$ cat config.mk
export PLATFORM = sky130hd
export DESIGN_NAME = cbcr_regs
export DESIGN_NICKNAME = d
export VERILOG_FILES = /design/src/cbcr_pkg.sv /design/src/cbcr_smb_front.sv /design/src/cbcr_regs.sv
export SDC_FILE = /design/constraint.sdc
export NUM_CORES = 1
export LEC_CHECK = 0
export BUFFER_PORTS_ARGS = -buffer_cell sky130_fd_sc_hd__buf_2
export CAP_MARGIN = 25
export CORE_MARGIN = 2
export CORE_UTILIZATION = 35
export DETAILED_ROUTE_END_ITERATION = 8
export HOLD_SLACK_MARGIN = 0.06
export PLACE_DENSITY = 0.54
export SLEW_MARGIN = 20
export SYNTH_ARGS = -nofsm -noshare
export SYNTH_HDL_FRONTEND = slang
export SYNTH_SLANG_ARGS = --single-unit
$ cat constraint.sdc
create_clock -name mclk_in -period 3.55 [get_ports mclk_in]
set_input_delay 0.355 -clock mclk_in [delete_from_list [all_inputs] [get_ports mclk_in]]
set_output_delay 0.355 -clock mclk_in [all_outputs]
set_load 0.02 [all_outputs]
$ cat src/cbcr_pkg.sv
// constants shared by the clock buffer control register bank
package cbcr_pkg;

    // ------------------------------------------------------------------
    // register indices
    // ------------------------------------------------------------------
    localparam logic [7:0] IDX_OUT_ENABLE = 8'h00;
    localparam logic [7:0] IDX_PLL_AMP = 8'h01;
    localparam logic [7:0] IDX_SLEW = 8'h02;
    localparam logic [7:0] IDX_FREQ_SEL = 8'h03;
    localparam logic [7:0] IDX_RESERVED = 8'h04;
    localparam logic [7:0] IDX_REV_VENDOR = 8'h05;
    localparam logic [7:0] IDX_DEV_TYPE = 8'h06;
    localparam logic [7:0] IDX_READ_COUNT = 8'h07;

    // ------------------------------------------------------------------
    // field positions
    // ------------------------------------------------------------------
    localparam int POS_PLL_LATCH_HI = 7;
    localparam int POS_PLL_LATCH_LO = 6;
    localparam int POS_PLL_SW_SELECT = 5;
    localparam int POS_PLL_SW_HI = 4;
    localparam int POS_PLL_SW_LO = 3;
    localparam int POS_AMP_HI = 1;
    localparam int POS_AMP_LO = 0;
    localparam int POS_FREQ_EN = 5;
    localparam int POS_FREQ_HI = 4;
    localparam int POS_FREQ_LO = 3;
    localparam int POS_FB_SLEW = 0;
    localparam int COUNT_W = 5;

    // ------------------------------------------------------------------
    // reset values and fixed read values
    // ------------------------------------------------------------------
    localparam logic [5:0] RST_OUT_ENABLE = 6'h3f;
    localparam logic [5:0] RST_SLEW = 6'h3f;
    localparam logic RST_PLL_SW_SELECT = 1'b0;
    localparam logic [1:0] RST_PLL_SW = 2'h0;
    localparam logic [1:0] RST_AMP = 2'h2;
    localparam logic RST_FREQ_EN = 1'b0;
    localparam logic [1:0] RST_FREQ = 2'h0;
    localparam logic RST_FB_SLEW = 1'b1;
    localparam logic [4:0] RST_READ_COUNT = 5'h08;
    localparam logic [7:0] RESERVED_BYTE = 8'hff;
    localparam logic PLL_AMP_BIT2 = 1'b1;
    localparam logic [1:0] FREQ_BITS_2_1 = 2'h3;
    localparam logic [7:0] UNMAPPED_BYTE = 8'h00;

    // ------------------------------------------------------------------
    // timing
    // ------------------------------------------------------------------
    localparam logic [1:0] STRAP_SETTLE_CYCLES = 2'h3;

    // ------------------------------------------------------------------
    // link protocol states
    // ------------------------------------------------------------------
    typedef enum logic [2:0] {
        CBCR_IDLE = 3'b000,
        CBCR_ADDR = 3'b001,
        CBCR_INDEX = 3'b011,
        CBCR_COUNT = 3'b010,
        CBCR_WDATA = 3'b110,
        CBCR_RDATA = 3'b111,
        CBCR_HOLD = 3'b101
    } cbcr_state_t;

endpackage

$ cat src/cbcr_smb_front.sv
// serial bus pin synchroniser with clock edge and start/stop detection
`timescale 1ns/1ps
module cbcr_smb_front (
    input wire logic mclk_in, // system clock
    input wire logic rst_in, // async reset, active high
    input wire logic scl_in, // bus clock pin
    input wire logic sda_in, // bus data pin level
    output logic sda_out, // synchronised data level
    output logic scl_rise_out, // one-cycle pulse on bus clock rise
    output logic scl_fall_out, // one-cycle pulse on bus clock fall
    output logic start_out, // one-cycle pulse on start or repeated start
    output logic stop_out // one-cycle pulse on stop
);

    // ------------------------------------------------------------------
    // two-stage synchronisers, then one history stage for edges
    // ------------------------------------------------------------------
    logic [1:0] scl_sync_r;
    logic [1:0] sda_sync_r;
    logic scl_prev_r;
    logic sda_prev_r;

    always_ff @(posedge mclk_in or posedge rst_in) begin
        if (rst_in) begin
            scl_sync_r <= 2'h3;
            sda_sync_r <= 2'h3;
            scl_prev_r <= 1'b1;
            sda_prev_r <= 1'b1;
        end else begin
            scl_sync_r <= {scl_sync_r[0], scl_in};
            sda_sync_r <= {sda_sync_r[0], sda_in};
            scl_prev_r <= scl_sync_r[1];
            sda_prev_r <= sda_sync_r[1];
        end
    end

    // ------------------------------------------------------------------
    // event decode
    // ------------------------------------------------------------------
    // data edges while the clock stays high mark start and stop
    wire scl_high = scl_sync_r[1] & scl_prev_r;

    assign sda_out = sda_sync_r[1];
    assign scl_rise_out = scl_sync_r[1] & ~scl_prev_r;
    assign scl_fall_out = ~scl_sync_r[1] & scl_prev_r;
    assign start_out = scl_high & sda_prev_r & ~sda_sync_r[1];
    assign stop_out = scl_high & ~sda_prev_r & sda_sync_r[1];

endmodule // cbcr_smb_front

$ cat src/cbcr_regs.sv
// clock buffer control registers behind an indexed block serial slave
`timescale 1ns/1ps
module cbcr_regs #(
    parameter logic [6:0] SLAVE_ADDR = 7'h50, // bus address of this device
    parameter logic [3:0] REVISION_CODE = 4'h3, // arbitrary value
    parameter logic [3:0] MAKER_CODE = 4'ha, // arbitrary value
    parameter logic [1:0] PART_CLASS = 2'h2, // arbitrary value
    parameter logic [5:0] PART_CODE = 6'h15, // arbitrary value
    parameter int OUTPUTS = 6 // number of differential outputs
) (
    input wire logic mclk_in, // system clock, 100 MHz
    input wire logic rst_in, // power-up reset, async, active high
    input wire logic scl_in, // bus clock pin
    input wire logic sda_in, // bus data pin level
    output logic sda_out, // bus data drive value, always low
    output logic sda_oe_out, // high while pulling data low
    input wire logic [5:0] out_enable_pin_n_in, // per-output enable pins, active low
    input wire logic [1:0] pll_mode_strap_in, // PLL mode strap level
    output logic [5:0] diff_clock_out_en_out, // output pair running when high
    output logic [1:0] pll_mode_out, // PLL mode in effect
    output logic [1:0] amplitude_out, // output swing code
    output logic [5:0] edge_rate_out, // per-output slew, 1 fast
    output logic edge_rate_feedback_out, // feedback path slew, 1 fast
    output logic freq_sw_enable_out, // software frequency change allowed
    output logic [1:0] freq_choice_out // frequency code, valid when enabled
);

    // ------------------------------------------------------------------
    // elaboration checks
    // ------------------------------------------------------------------
    if (OUTPUTS != 6) begin : g_bad_outputs
        $error("register layout serves exactly six outputs");
    end

    // ------------------------------------------------------------------
    // pin front end
    // ------------------------------------------------------------------
    logic sda_s;
    logic scl_rise;
    logic scl_fall;
    logic bus_start;
    logic bus_stop;

    cbcr_smb_front i_cbcr_smb_front (
        .mclk_in(mclk_in),
        .rst_in(rst_in),
        .scl_in(scl_in),
        .sda_in(sda_in),
        .sda_out(sda_s),
        .scl_rise_out(scl_rise),
        .scl_fall_out(scl_fall),
        .start_out(bus_start),
        .stop_out(bus_stop)
    );

    // enable pins and strap come from outside, so two stages each
    logic [5:0] oe_pin_meta_r;
    logic [5:0] oe_pin_n_r;
    logic [1:0] strap_meta_r;
    logic [1:0] strap_r;

    always_ff @(posedge mclk_in or posedge rst_in) begin
        if (rst_in) begin
            oe_pin_meta_r <= 6'h3f;
            oe_pin_n_r <= 6'h3f;
            strap_meta_r <= 2'h0;
            strap_r <= 2'h0;
        end else begin
            oe_pin_meta_r <= out_enable_pin_n_in;
            oe_pin_n_r <= oe_pin_meta_r;
            strap_meta_r <= pll_mode_strap_in;
            strap_r <= strap_meta_r;
        end
    end

    // ------------------------------------------------------------------
    // strap latch: taken once, after the synchroniser has filled
    // ------------------------------------------------------------------
    logic [1:0] settle_cnt_r;
    logic [1:0] pll_latched_r;
    wire strap_take = (settle_cnt_r == cbcr_pkg::STRAP_SETTLE_CYCLES - 2'h1);

    always_ff @(posedge mclk_in or posedge rst_in) begin
        if (rst_in) begin
            settle_cnt_r <= 2'h0;
            pll_latched_r <= 2'h0;
        end else begin
            if (settle_cnt_r != cbcr_pkg::STRAP_SETTLE_CYCLES) begin
                settle_cnt_r <= settle_cnt_r + 2'h1;
            end
            if (strap_take) begin
                pll_latched_r <= strap_r;
            end
        end
    end

    // ------------------------------------------------------------------
    // register fields
    // ------------------------------------------------------------------
    logic [5:0] oe_r;
    logic pll_sel_r;
    logic [1:0] pll_sw_r;
    logic [1:0] amp_r;
    logic [5:0] slew_r;
    logic freq_en_r;
    logic [1:0] freq_r;
    logic fb_slew_r;
    logic [4:0] rd_count_r;
    logic wr_en;
    logic [7:0] idx_r;
    logic [7:0] shift_r;

    // per-output bytes skip the reserved positions 5 and 1
    wire [7:0] wb = shift_r;
    wire [5:0] wb_outs = {wb[7], wb[6], wb[4], wb[3], wb[2], wb[0]};

    always_ff @(posedge mclk_in or posedge rst_in) begin
        if (rst_in) begin
            oe_r <= cbcr_pkg::RST_OUT_ENABLE;
            pll_sel_r <= cbcr_pkg::RST_PLL_SW_SELECT;
            pll_sw_r <= cbcr_pkg::RST_PLL_SW;
            amp_r <= cbcr_pkg::RST_AMP;
            slew_r <= cbcr_pkg::RST_SLEW;
            freq_en_r <= cbcr_pkg::RST_FREQ_EN;
            freq_r <= cbcr_pkg::RST_FREQ;
            fb_slew_r <= cbcr_pkg::RST_FB_SLEW;
            rd_count_r <= cbcr_pkg::RST_READ_COUNT;
        end else if (wr_en) begin
            // only writable fields are picked out; others drop
            unique case (idx_r)
                cbcr_pkg::IDX_OUT_ENABLE: begin
                    oe_r <= wb_outs;
                end
                cbcr_pkg::IDX_PLL_AMP: begin
                    pll_sel_r <= wb[cbcr_pkg::POS_PLL_SW_SELECT];
                    pll_sw_r <= {wb[cbcr_pkg::POS_PLL_SW_HI], wb[cbcr_pkg::POS_PLL_SW_LO]};
                    amp_r <= {wb[cbcr_pkg::POS_AMP_HI], wb[cbcr_pkg::POS_AMP_LO]};
                end
                cbcr_pkg::IDX_SLEW: begin
                    slew_r <= wb_outs;
                end
                cbcr_pkg::IDX_FREQ_SEL: begin
                    freq_en_r <= wb[cbcr_pkg::POS_FREQ_EN];
                    freq_r <= {wb[cbcr_pkg::POS_FREQ_HI], wb[cbcr_pkg::POS_FREQ_LO]};
                    fb_slew_r <= wb[cbcr_pkg::POS_FB_SLEW];
                end
                cbcr_pkg::IDX_READ_COUNT: begin
                    rd_count_r <= wb[cbcr_pkg::COUNT_W-1:0];
                end
                default: begin
                end
            endcase
        end
    end

    // ------------------------------------------------------------------
    // read mux
    // ------------------------------------------------------------------
    wire [7:0] rd_b0 = {oe_r[5], oe_r[4], 1'b0, oe_r[3], oe_r[2], oe_r[1], 1'b0, oe_r[0]};
    wire [7:0] rd_b1 = {pll_latched_r, pll_sel_r, pll_sw_r, cbcr_pkg::PLL_AMP_BIT2, amp_r};
    wire [7:0] rd_b2 = {slew_r[5], slew_r[4], 1'b0, slew_r[3], slew_r[2], slew_r[1], 1'b0,
                        slew_r[0]};
    wire [7:0] rd_b3 = {2'h0, freq_en_r, freq_r, cbcr_pkg::FREQ_BITS_2_1, fb_slew_r};
    wire [7:0] rd_b5 = {REVISION_CODE, MAKER_CODE};
    wire [7:0] rd_b6 = {PART_CLASS, PART_CODE};
    wire [7:0] rd_b7 = {3'h0, rd_count_r};
    wire [7:0] rd_byte = (idx_r == cbcr_pkg::IDX_OUT_ENABLE) ? rd_b0 :
                         (idx_r == cbcr_pkg::IDX_PLL_AMP) ? rd_b1 :
                         (idx_r == cbcr_pkg::IDX_SLEW) ? rd_b2 :
                         (idx_r == cbcr_pkg::IDX_FREQ_SEL) ? rd_b3 :
                         (idx_r == cbcr_pkg::IDX_RESERVED) ? cbcr_pkg::RESERVED_BYTE :
                         (idx_r == cbcr_pkg::IDX_REV_VENDOR) ? rd_b5 :
                         (idx_r == cbcr_pkg::IDX_DEV_TYPE) ? rd_b6 :
                         (idx_r == cbcr_pkg::IDX_READ_COUNT) ? rd_b7 :
                         cbcr_pkg::UNMAPPED_BYTE;

    // ------------------------------------------------------------------
    // block transfer engine
    // ------------------------------------------------------------------
    cbcr_pkg::cbcr_state_t state_r;
    logic [3:0] bit_cnt_r;
    logic ack_phase_r;
    logic ack_drive_r;
    logic first_rd_r;
    logic [7:0] wr_left_r;
    logic [7:0] tx_r;
    logic sda_oe_r;

    wire byte_done = scl_fall & ~ack_phase_r & (bit_cnt_r == 4'h8);
    wire addr_match = (shift_r[7:1] == SLAVE_ADDR);
    wire in_byte = (state_r != cbcr_pkg::CBCR_IDLE) && (state_r != cbcr_pkg::CBCR_HOLD);
    wire wr_ok = (wr_left_r != 8'h00);
    // host nack ends a read
    wire host_nack = scl_rise & ack_phase_r & ~ack_drive_r & sda_s;

    assign wr_en = byte_done && (state_r == cbcr_pkg::CBCR_WDATA) && wr_ok;

    always_ff @(posedge mclk_in or posedge rst_in) begin
        if (rst_in) begin
            state_r <= cbcr_pkg::CBCR_IDLE;
            bit_cnt_r <= 4'h0;
            ack_phase_r <= 1'b0;
            ack_drive_r <= 1'b0;
            first_rd_r <= 1'b0;
            wr_left_r <= 8'h00;
            idx_r <= 8'h00;
            shift_r <= 8'h00;
            tx_r <= 8'hff;
        end else if (bus_start) begin
            state_r <= cbcr_pkg::CBCR_ADDR;
            bit_cnt_r <= 4'h0;
            ack_phase_r <= 1'b0;
            ack_drive_r <= 1'b0;
        end else if (bus_stop) begin
            state_r <= cbcr_pkg::CBCR_IDLE;
            ack_phase_r <= 1'b0;
            ack_drive_r <= 1'b0;
        end else if (host_nack) begin
            state_r <= cbcr_pkg::CBCR_HOLD;
            ack_phase_r <= 1'b0;
        end else if (scl_rise && in_byte && !ack_phase_r) begin
            shift_r <= {shift_r[6:0], sda_s};
            bit_cnt_r <= bit_cnt_r + 4'h1;
        end else if (byte_done) begin
            ack_phase_r <= 1'b1;
            ack_drive_r <= 1'b1;
            unique case (state_r)
                cbcr_pkg::CBCR_ADDR: begin
                    if (!addr_match) begin
                        state_r <= cbcr_pkg::CBCR_HOLD;
                        ack_drive_r <= 1'b0;
                    end else if (shift_r[0]) begin
                        state_r <= cbcr_pkg::CBCR_RDATA;
                        first_rd_r <= 1'b1;
                    end else begin
                        state_r <= cbcr_pkg::CBCR_INDEX;
                    end
                end
                cbcr_pkg::CBCR_INDEX: begin
                    idx_r <= shift_r;
                    state_r <= cbcr_pkg::CBCR_COUNT;
                end
                cbcr_pkg::CBCR_COUNT: begin
                    wr_left_r <= shift_r;
                    state_r <= cbcr_pkg::CBCR_WDATA;
                end
                cbcr_pkg::CBCR_WDATA: begin
                    // bytes beyond the announced count are refused
                    if (wr_ok) begin
                        wr_left_r <= wr_left_r - 8'h01;
                        idx_r <= idx_r + 8'h01;
                    end else begin
                        state_r <= cbcr_pkg::CBCR_HOLD;
                        ack_drive_r <= 1'b0;
                    end
                end
                cbcr_pkg::CBCR_RDATA: begin
                    ack_drive_r <= 1'b0; // host owns this slot
                end
                default: begin
                    ack_phase_r <= 1'b0;
                    ack_drive_r <= 1'b0;
                end
            endcase
        end else if (scl_fall && ack_phase_r) begin
            ack_phase_r <= 1'b0;
            ack_drive_r <= 1'b0;
            bit_cnt_r <= 4'h0;
            if (state_r == cbcr_pkg::CBCR_RDATA) begin
                first_rd_r <= 1'b0;
                if (first_rd_r) begin
                    tx_r <= {3'h0, rd_count_r};
                end else begin
                    tx_r <= rd_byte;
                    idx_r <= idx_r + 8'h01;
                end
            end
        end else if (scl_fall && state_r == cbcr_pkg::CBCR_RDATA) begin
            tx_r <= {tx_r[6:0], 1'b1};
        end
    end

    // ------------------------------------------------------------------
    // data pin drive: registered so it changes after the clock fall
    // ------------------------------------------------------------------
    wire tx_low = (state_r == cbcr_pkg::CBCR_RDATA) && !ack_phase_r && !tx_r[7];
    wire sda_oe_nxt = ack_drive_r | tx_low;

    always_ff @(posedge mclk_in or posedge rst_in) begin
        if (rst_in) begin
            sda_oe_r <= 1'b0;
        end else begin
            sda_oe_r <= sda_oe_nxt;
        end
    end

    assign sda_out = 1'b0;
    assign sda_oe_out = sda_oe_r;

    // ------------------------------------------------------------------
    // control outputs
    // ------------------------------------------------------------------
    assign diff_clock_out_en_out = oe_r & ~oe_pin_n_r;
    assign pll_mode_out = pll_sel_r ? pll_sw_r : pll_latched_r;
    assign amplitude_out = amp_r;
    assign edge_rate_out = slew_r;
    assign edge_rate_feedback_out = fb_slew_r;
    assign freq_sw_enable_out = freq_en_r;
    assign freq_choice_out = freq_en_r ? freq_r : cbcr_pkg::RST_FREQ;

endmodule // cbcr_regs

== Yosys cells after proc, flatten, opt, wreduce, memory -nomap -nowiden ==
Index checks and enable logic that the tools add are counted.

* Add/sub/neg operators: 4
* Equal/unequal tests: 32
* Multiplexer cells: 58
* Bitwise gates (word level): 26
* Reduce and logical (&&, ||, !) cells: 39

{| class="wikitable"
|+ Operators by type and width
! operator !! count
|-
| $mux 8 || 17
|-
| $eq 8x3->1 const B || 4
|-
| $pmux 8 s2 || 2
|-
| $mux 3 || 8
|-
| $mux 4 || 6
|-
| $mux 1 || 20
|-
| $reduce_and 9->1 || 2
|-
| $eq 8x2->1 const B || 2
|-
| $reduce_and 7->1 || 2
|-
| $and 1x1->1 || 12
|-
| $ne 3x3->1 const B || 4
|-
| $pmux 3 s4 || 1
|-
| $reduce_and 2->1 || 6
|-
| $reduce_and 4->1 || 3
|-
| $not 1->1 || 11
|-
| $ne 2x2->1 const B || 5
|-
| $logic_and 1x1->1 || 9
|-
| $add 8x1->8 const B || 1
|-
| $eq 8x1->1 const B || 1
|-
| $logic_not 8->1 || 1
|-
| $ne 2x1->1 const B || 4
|-
| $reduce_bool 2->1 || 4
|-
| $reduce_bool 4->1 || 2
|-
| $reduce_bool 8->1 || 1
|-
| 26 further kinds || 31
|}

* Bits in registers: 95
* Bits of input ports: 12
* Output and inout port bits: 22
* Word-level logic and storage cells: 188

== Longest topological paths before layout ==
* Depth after elaboration: 12
* Gate-level depth with buffers: 9

== Cells and area by module ==
Synthesis repeated with hierarchy kept, for this count alone.

* Cells, all modules: 479
* Area, all modules: 4984.8 µm²

{| class="wikitable"
|+ By module, submodules not included
! module !! instances !! cells each !! area each (µm²)
|-
| cbcr_regs || 1 || 468 || 4790.8
|-
| cbcr_smb_front || 1 || 11 || 193.9
|}

== Least setup slack after synthesis ==
OpenSTA, ideal clock, no wires.

* Path type: register -> register
* Start point: reg bit_cnt_r[0]
* End point: reg freq_r[0]
* Setup time: 0.125 ns
* Arrival time: 1.809 ns
* Required time: 3.425 ns
* Slack: 1.616 ns
* Stages on the path, launching flop included: 8
* Clock period less this slack: 1.934 ns
* Cell sequence: dfrtp_1 -> inv_1 -> ha_1 -> or4bb_1 -> nor2_2 -> and3_4 -> nand2_4 -> mux2_4

* Cells in the longest elaborated chain, start to end: 5

{| class="wikitable"
|+ Ends and longest elaborated chain
! element !! RTL line !! RTL
|-
| from (decl) || cbcr_regs.sv:181 || <nowiki>logic [3:0] bit_cnt_r;</nowiki>
|-
| from (signal assigned) || cbcr_regs.sv:223 || <nowiki>bit_cnt_r <= bit_cnt_r + 4'h1;</nowiki>
|-
| $eq 4x4->1 || cbcr_regs.sv:189 || <nowiki>wire byte_done = scl_fall & ~ack_phase_r & (bit_cnt_r == 4'h8);</nowiki>
|-
| $and 1x1->1 || cbcr_regs.sv:189 ||
|-
| $logic_and 1x1->1 (2 in a row) || cbcr_regs.sv:196 || <nowiki>assign wr_en = byte_done && (state_r == cbcr_pkg::CBCR_WDATA) && wr_ok;</nowiki>
|-
| $reduce_and 2->1 (no line) || -- ||
|-
| to (signal assigned) || cbcr_regs.sv:125 || <nowiki>freq_r <= cbcr_pkg::RST_FREQ;</nowiki>
|-
| to (signal assigned) || cbcr_regs.sv:144 || <nowiki>freq_r <= {wb[cbcr_pkg::POS_FREQ_HI], wb[cbcr_pkg::POS_FREQ_LO]};</nowiki>
|-
| to (decl) || cbcr_regs.sv:106 || <nowiki>logic [1:0] freq_r;</nowiki>
|}

Every way passes these cells.
A chain may end at the register's enable or synchronous reset.

== Final worst setup path ==
* Start point: reg state_r[2]
* End point: reg oe_r[4]

* Cells in the longest elaborated chain, start to end: 4

{| class="wikitable"
|+ Ends and longest elaborated chain
! element !! RTL line !! RTL
|-
| from (decl) || cbcr_regs.sv:180 || <nowiki>cbcr_pkg::cbcr_state_t state_r;</nowiki>
|-
| from (signal assigned) || cbcr_regs.sv:200 || <nowiki>state_r <= cbcr_pkg::CBCR_IDLE;</nowiki>
|-
| from (signal assigned) || cbcr_regs.sv:210 || <nowiki>state_r <= cbcr_pkg::CBCR_ADDR;</nowiki>
|-
| from (signal assigned) || cbcr_regs.sv:215 || <nowiki>state_r <= cbcr_pkg::CBCR_IDLE;</nowiki>
|-
| $eq 3x3->1 || cbcr_regs.sv:196 ||
|-
| $logic_and 1x1->1 (2 in a row) || cbcr_regs.sv:196 ||
|-
| $reduce_and 2->1 (no line) || -- ||
|-
| to (signal assigned) || cbcr_regs.sv:119 || <nowiki>oe_r <= cbcr_pkg::RST_OUT_ENABLE;</nowiki>
|-
| to (signal assigned) || cbcr_regs.sv:132 || <nowiki>oe_r <= wb_outs;</nowiki>
|-
| to (decl) || cbcr_regs.sv:100 || <nowiki>logic [5:0] oe_r;</nowiki>
|}

Every way passes these cells.

==> summary.md <==
| Metric | Value |
|---|---|
| Outcome | finished, final reports clean |
| Sequential share of the synthesized area | 0.4931 |
| Worst VDD drop | approximately 250 uV |
| Post-CTS Repair Setup Buffers | 0 |
| Share of synthesized registers carrying an async set or reset | 1.000 |
| Port bufs | 32 |
| P_sw | between 0.6 and 0.7 mW |
| Synthesized area | roughly 4900 um^2 |
| PD cells | around 430 nW/um^2 |
| Filler instances | about 1300 |
| GRT Resource Usage Total | 0.1655 |
| Actual slew at the worst max-slew pin | ~0.8 ns |
| DRC | 0 |
| Chip width | around 120 um |
| Layout area overhead | 11.76% |
| Syn Nets | around 500 |
| Fmax | ~0.4 GHz |
| Largest area contributor in the netlist | dfrtp_1 |
| Crit. End Element | register |
| RSZ-0062 raised after global routing | false |
| Cts bufs inserted | 9 |
| Via density | approximately 5.3 |
| H-tree levels | 3 |
| Sink Count | 95 |
| Post-synthesis register bit count | 95 |
| Via total after detailed routing | 3692 |
| GP Congestion | roughly 0.83 |
| Critical path class | reg -> reg |
| Wire per inst | approximately 17 um |
| Initial core utilization | 0.3562 |
| Sw Ratio | 0.2825 |
| Pre-antenna DRT Iters | 4 |
| LEAKAGE | 2.381 nW |
| Vias in the first global route | about 3500 |
| Combinational share of power | 0.068 |
| Hold_ws | 0.09782 ns |
| First-pass GRT wire length | 18.85 mm |
| Fin Setup TNS | 0 ns |
| Die footprint | roughly 15000 um^2 |
| Gr ovfl total | 0 |
| Period Utilization, post-route | 0.7051 |
| Skew final | about 0.011 ns |
| Pin count of the biggest net entering global routing | 61 |
| TritonCTS clock tree | built |
| # rows | 43 |
| Number of nets with antenna violations after routing | 0 |
| Share of cells above drive strength 1 | 0.2597 |
| Post-synth top flop | dfrtp_1 |
| Pint | approximately 1.7 mW |
| CP Max Fanout | 22 |
| Synth warnings | 0 |
| Die H | 122.6 um |
| Tightest Hold Check Type | in -> reg |
| Post-cts resize count | 0 |
| Tmin final | around 2.5 ns |
| Final net count | between 500 and 600 |
| Yosys cell types | 65 |
| Sequential Power Share | 0.552 |
| Bufs on Longest Clock Path | 2 |
| Placed Area | ~5200 um^2 |
| Post-synth EDFFs | 0 |
| DP HPWL | between 8 and 9 mm |
| Hold Vio Cnt, Final | 0 |
| Worst Setup Start Kind | register |
| Top post-synthesis cells by area | dfrtp_1 27%, dfstp_2 22%, mux2_4 4.6% |
| N_diodes | 0 |
| CTS Root Buffer Type | clkbuf_16 |
| Post-CTS Hold Buffers | 0 |
| Area of the core | about 14000 um^2 |
| Initial antenna violation count | 0 |
| Number of max-cap violations | 0 |
| Design area | 5504 um^2 |
| Clk pwr share | 0.380 |
| Fin cells | between 600 and 700 |
| CTS clk-pin slew, worst paths | 0.07 ns |
| Post-synth top area share | 0.2744 |
| Relative slew slack | 0.4624 |
| Clk_lat worst skew | 0.35 ns |
| Inst Count DP | about 700 |
| Syn avg cell area | roughly 10 um^2 |
| Cells after Synth | just under 500 |
| Slew Limit Fails | 0 |
| IO Pins | 34 |
| Arrival time at the worst endpoint | about 2.8 ns |
| Final setup fails | 0 |
| Worst Path Required | around 3.8 ns |
| Final WL | around 12 mm |
| Iter 0 DRT Violations | between 200 and 250 |
## flip-flops by register name, summed over array words and instances (netlist names), 3 cells and up
signal / cells
wr_left_r: 8
bit_cnt_r: 4
shift_r: 8
edge_rate_out: 6
state_r: 3
idx_r: 8
tx_r: 8
oe_pin_meta_r: 6
oe_r: 6
rd_count_r: 5
oe_pin_n_r: 6
## area by class of cell
| cell class | count | area, um^2 | share of cell area |
|---|---|---|---|
| Clock buffer | 11 | 232.7 | 0.04228 |
| Clock inverter | 5 | 42.54 | 0.007729 |
| Inverter | 23 | 88.84 | 0.01614 |
| Multi-Input combinational cell | 347 | 2291 | 0.4162 |
| Sequential cell | 95 | 2429 | 0.4412 |
| Tap cell | 180 | 225.2 | 0.04092 |
| Timing Repair Buffer | 35 | 195.2 | 0.03546 |
## power by group through the flow
stage / Sequential, mW / Combinational (mW) / Clock, mW
2_1_floorplan: 1.22 / 0.178 / 0
3_3_place_gp: 1.34 / 0.163 / 0
3_5_place_dp: 1.34 / 0.167 / 0
4_1_cts: 1.32 / 0.168 / 0.937
5_1_grt: 1.33 / 0.190 / 0.991
6_report: 1.32 / 0.163 / 0.908
## placed cells by master (no fill, tap or decap), types with 7 or more instances in the layout
| master | n |
|---|---|
| dfrtp_1 | 54 |
| nand2_1 | 49 |
| nor2_1 | 44 |
| dfstp_2 | 41 |
| o21ai_0 | 34 |
| a21oi_1 | 33 |
| buf_2 | 32 |
| inv_1 | 22 |
| mux2_2 | 18 |
| mux2_4 | 15 |
| nor3_1 | 12 |
| a31oi_1 | 10 |
| ha_1 | 10 |
| nor2b_1 | 9 |
| nand3_1 | 9 |
| clkbuf_16 | 9 |
| o22ai_1 | 8 |
| nand3b_1 | 7 |
| nand2b_1 | 7 |
| and2_1 | 7 |
## cells by family after synthesis
family,count (synthesis),share of synthesized area
AND/OR/NAND/NOR,176,0.1875
flip-flops,95,0.4931
other,1,0.0007615
adder cells (fa/ha/maj),10,0.02541
AO/OA/AOI/OAI,119,0.1494
XOR/XNOR,4,0.007113
multiplexers,37,0.09502
buffers and inverters,51,0.04167
## routing by layer
metal,vias up,part of all wire,GRT usage
li1,1776,-,-
met1,1823,0.50,0.2382
met2,75,0.45,0.2451
met3,18,0.035,0.03299
met4,0,0.024,0.06322
met5,-,0,0
## critical path, cell delays in order, from the launching register on
cell	delay, ns
dfrtp_1	0.56
nand3b_1	0.62
a21o_1	0.38
nor2_1	0.20
nand3_1	0.30
mux2_2	0.36
## Yosys cell counts (3+ instances only)
master	number
nand3_1	9
nand2_4	3
nor2b_1	9
a21oi_1	33
clkbuf_1	19
mux2_2	18
a211o_1	3
nand3b_1	7
xnor2_1	4
dfstp_2	41
nand4_1	3
o21ai_0	34
nor4_1	3
nor2_1	44
o22ai_1	8
dfrtp_1	54
and2_1	7
nor3_1	12
mux2i_1	4
o22a_1	3
nand2_1	49
nor3b_1	3
inv_1	23
mux2_4	15
buf_2	8
nand2b_1	7
a31oi_1	10
ha_1	10
or3_1	3
## path summary, 6_finish.rpt
check | end | startpoint | depth (start not counted) | slack, ns
min | oe_pin_meta_r[0] | out_enable_pin_n_in[0] | 1 | 0.1
min in group asynchronous | freq_r[1] | rst_in | 2 | 0.14
max | oe_r[4] | state_r[2] | 5 | 1.05
max reg2reg | oe_r[4] | state_r[2] | 5 | 1.05
min reg2reg | oe_pin_n_r[5] | oe_pin_meta_r[5] | 0 | 0.36
max in group asynchronous | i_cbcr_smb_front.scl_sync_r[0] | rst_in | 3 | 2.68
## through the flow
| step | setup slack, ns | total power [mW] | utilization |
|---|---|---|---|
| after floorplan | 0.7858 | 1.395 | - |
| after global placement | 1.181 | 1.499 | 0.3782 |
| after detailed placement | 1.072 | 1.506 | 0.3782 |
| after CTS | 1.089 | 2.422 | 0.3981 |
| after global routing | 0.8467 | 2.511 | 0.3981 |
| final | 1.047 | 2.390 | 0.3981 |
Power figures use the tool's default switching activity.
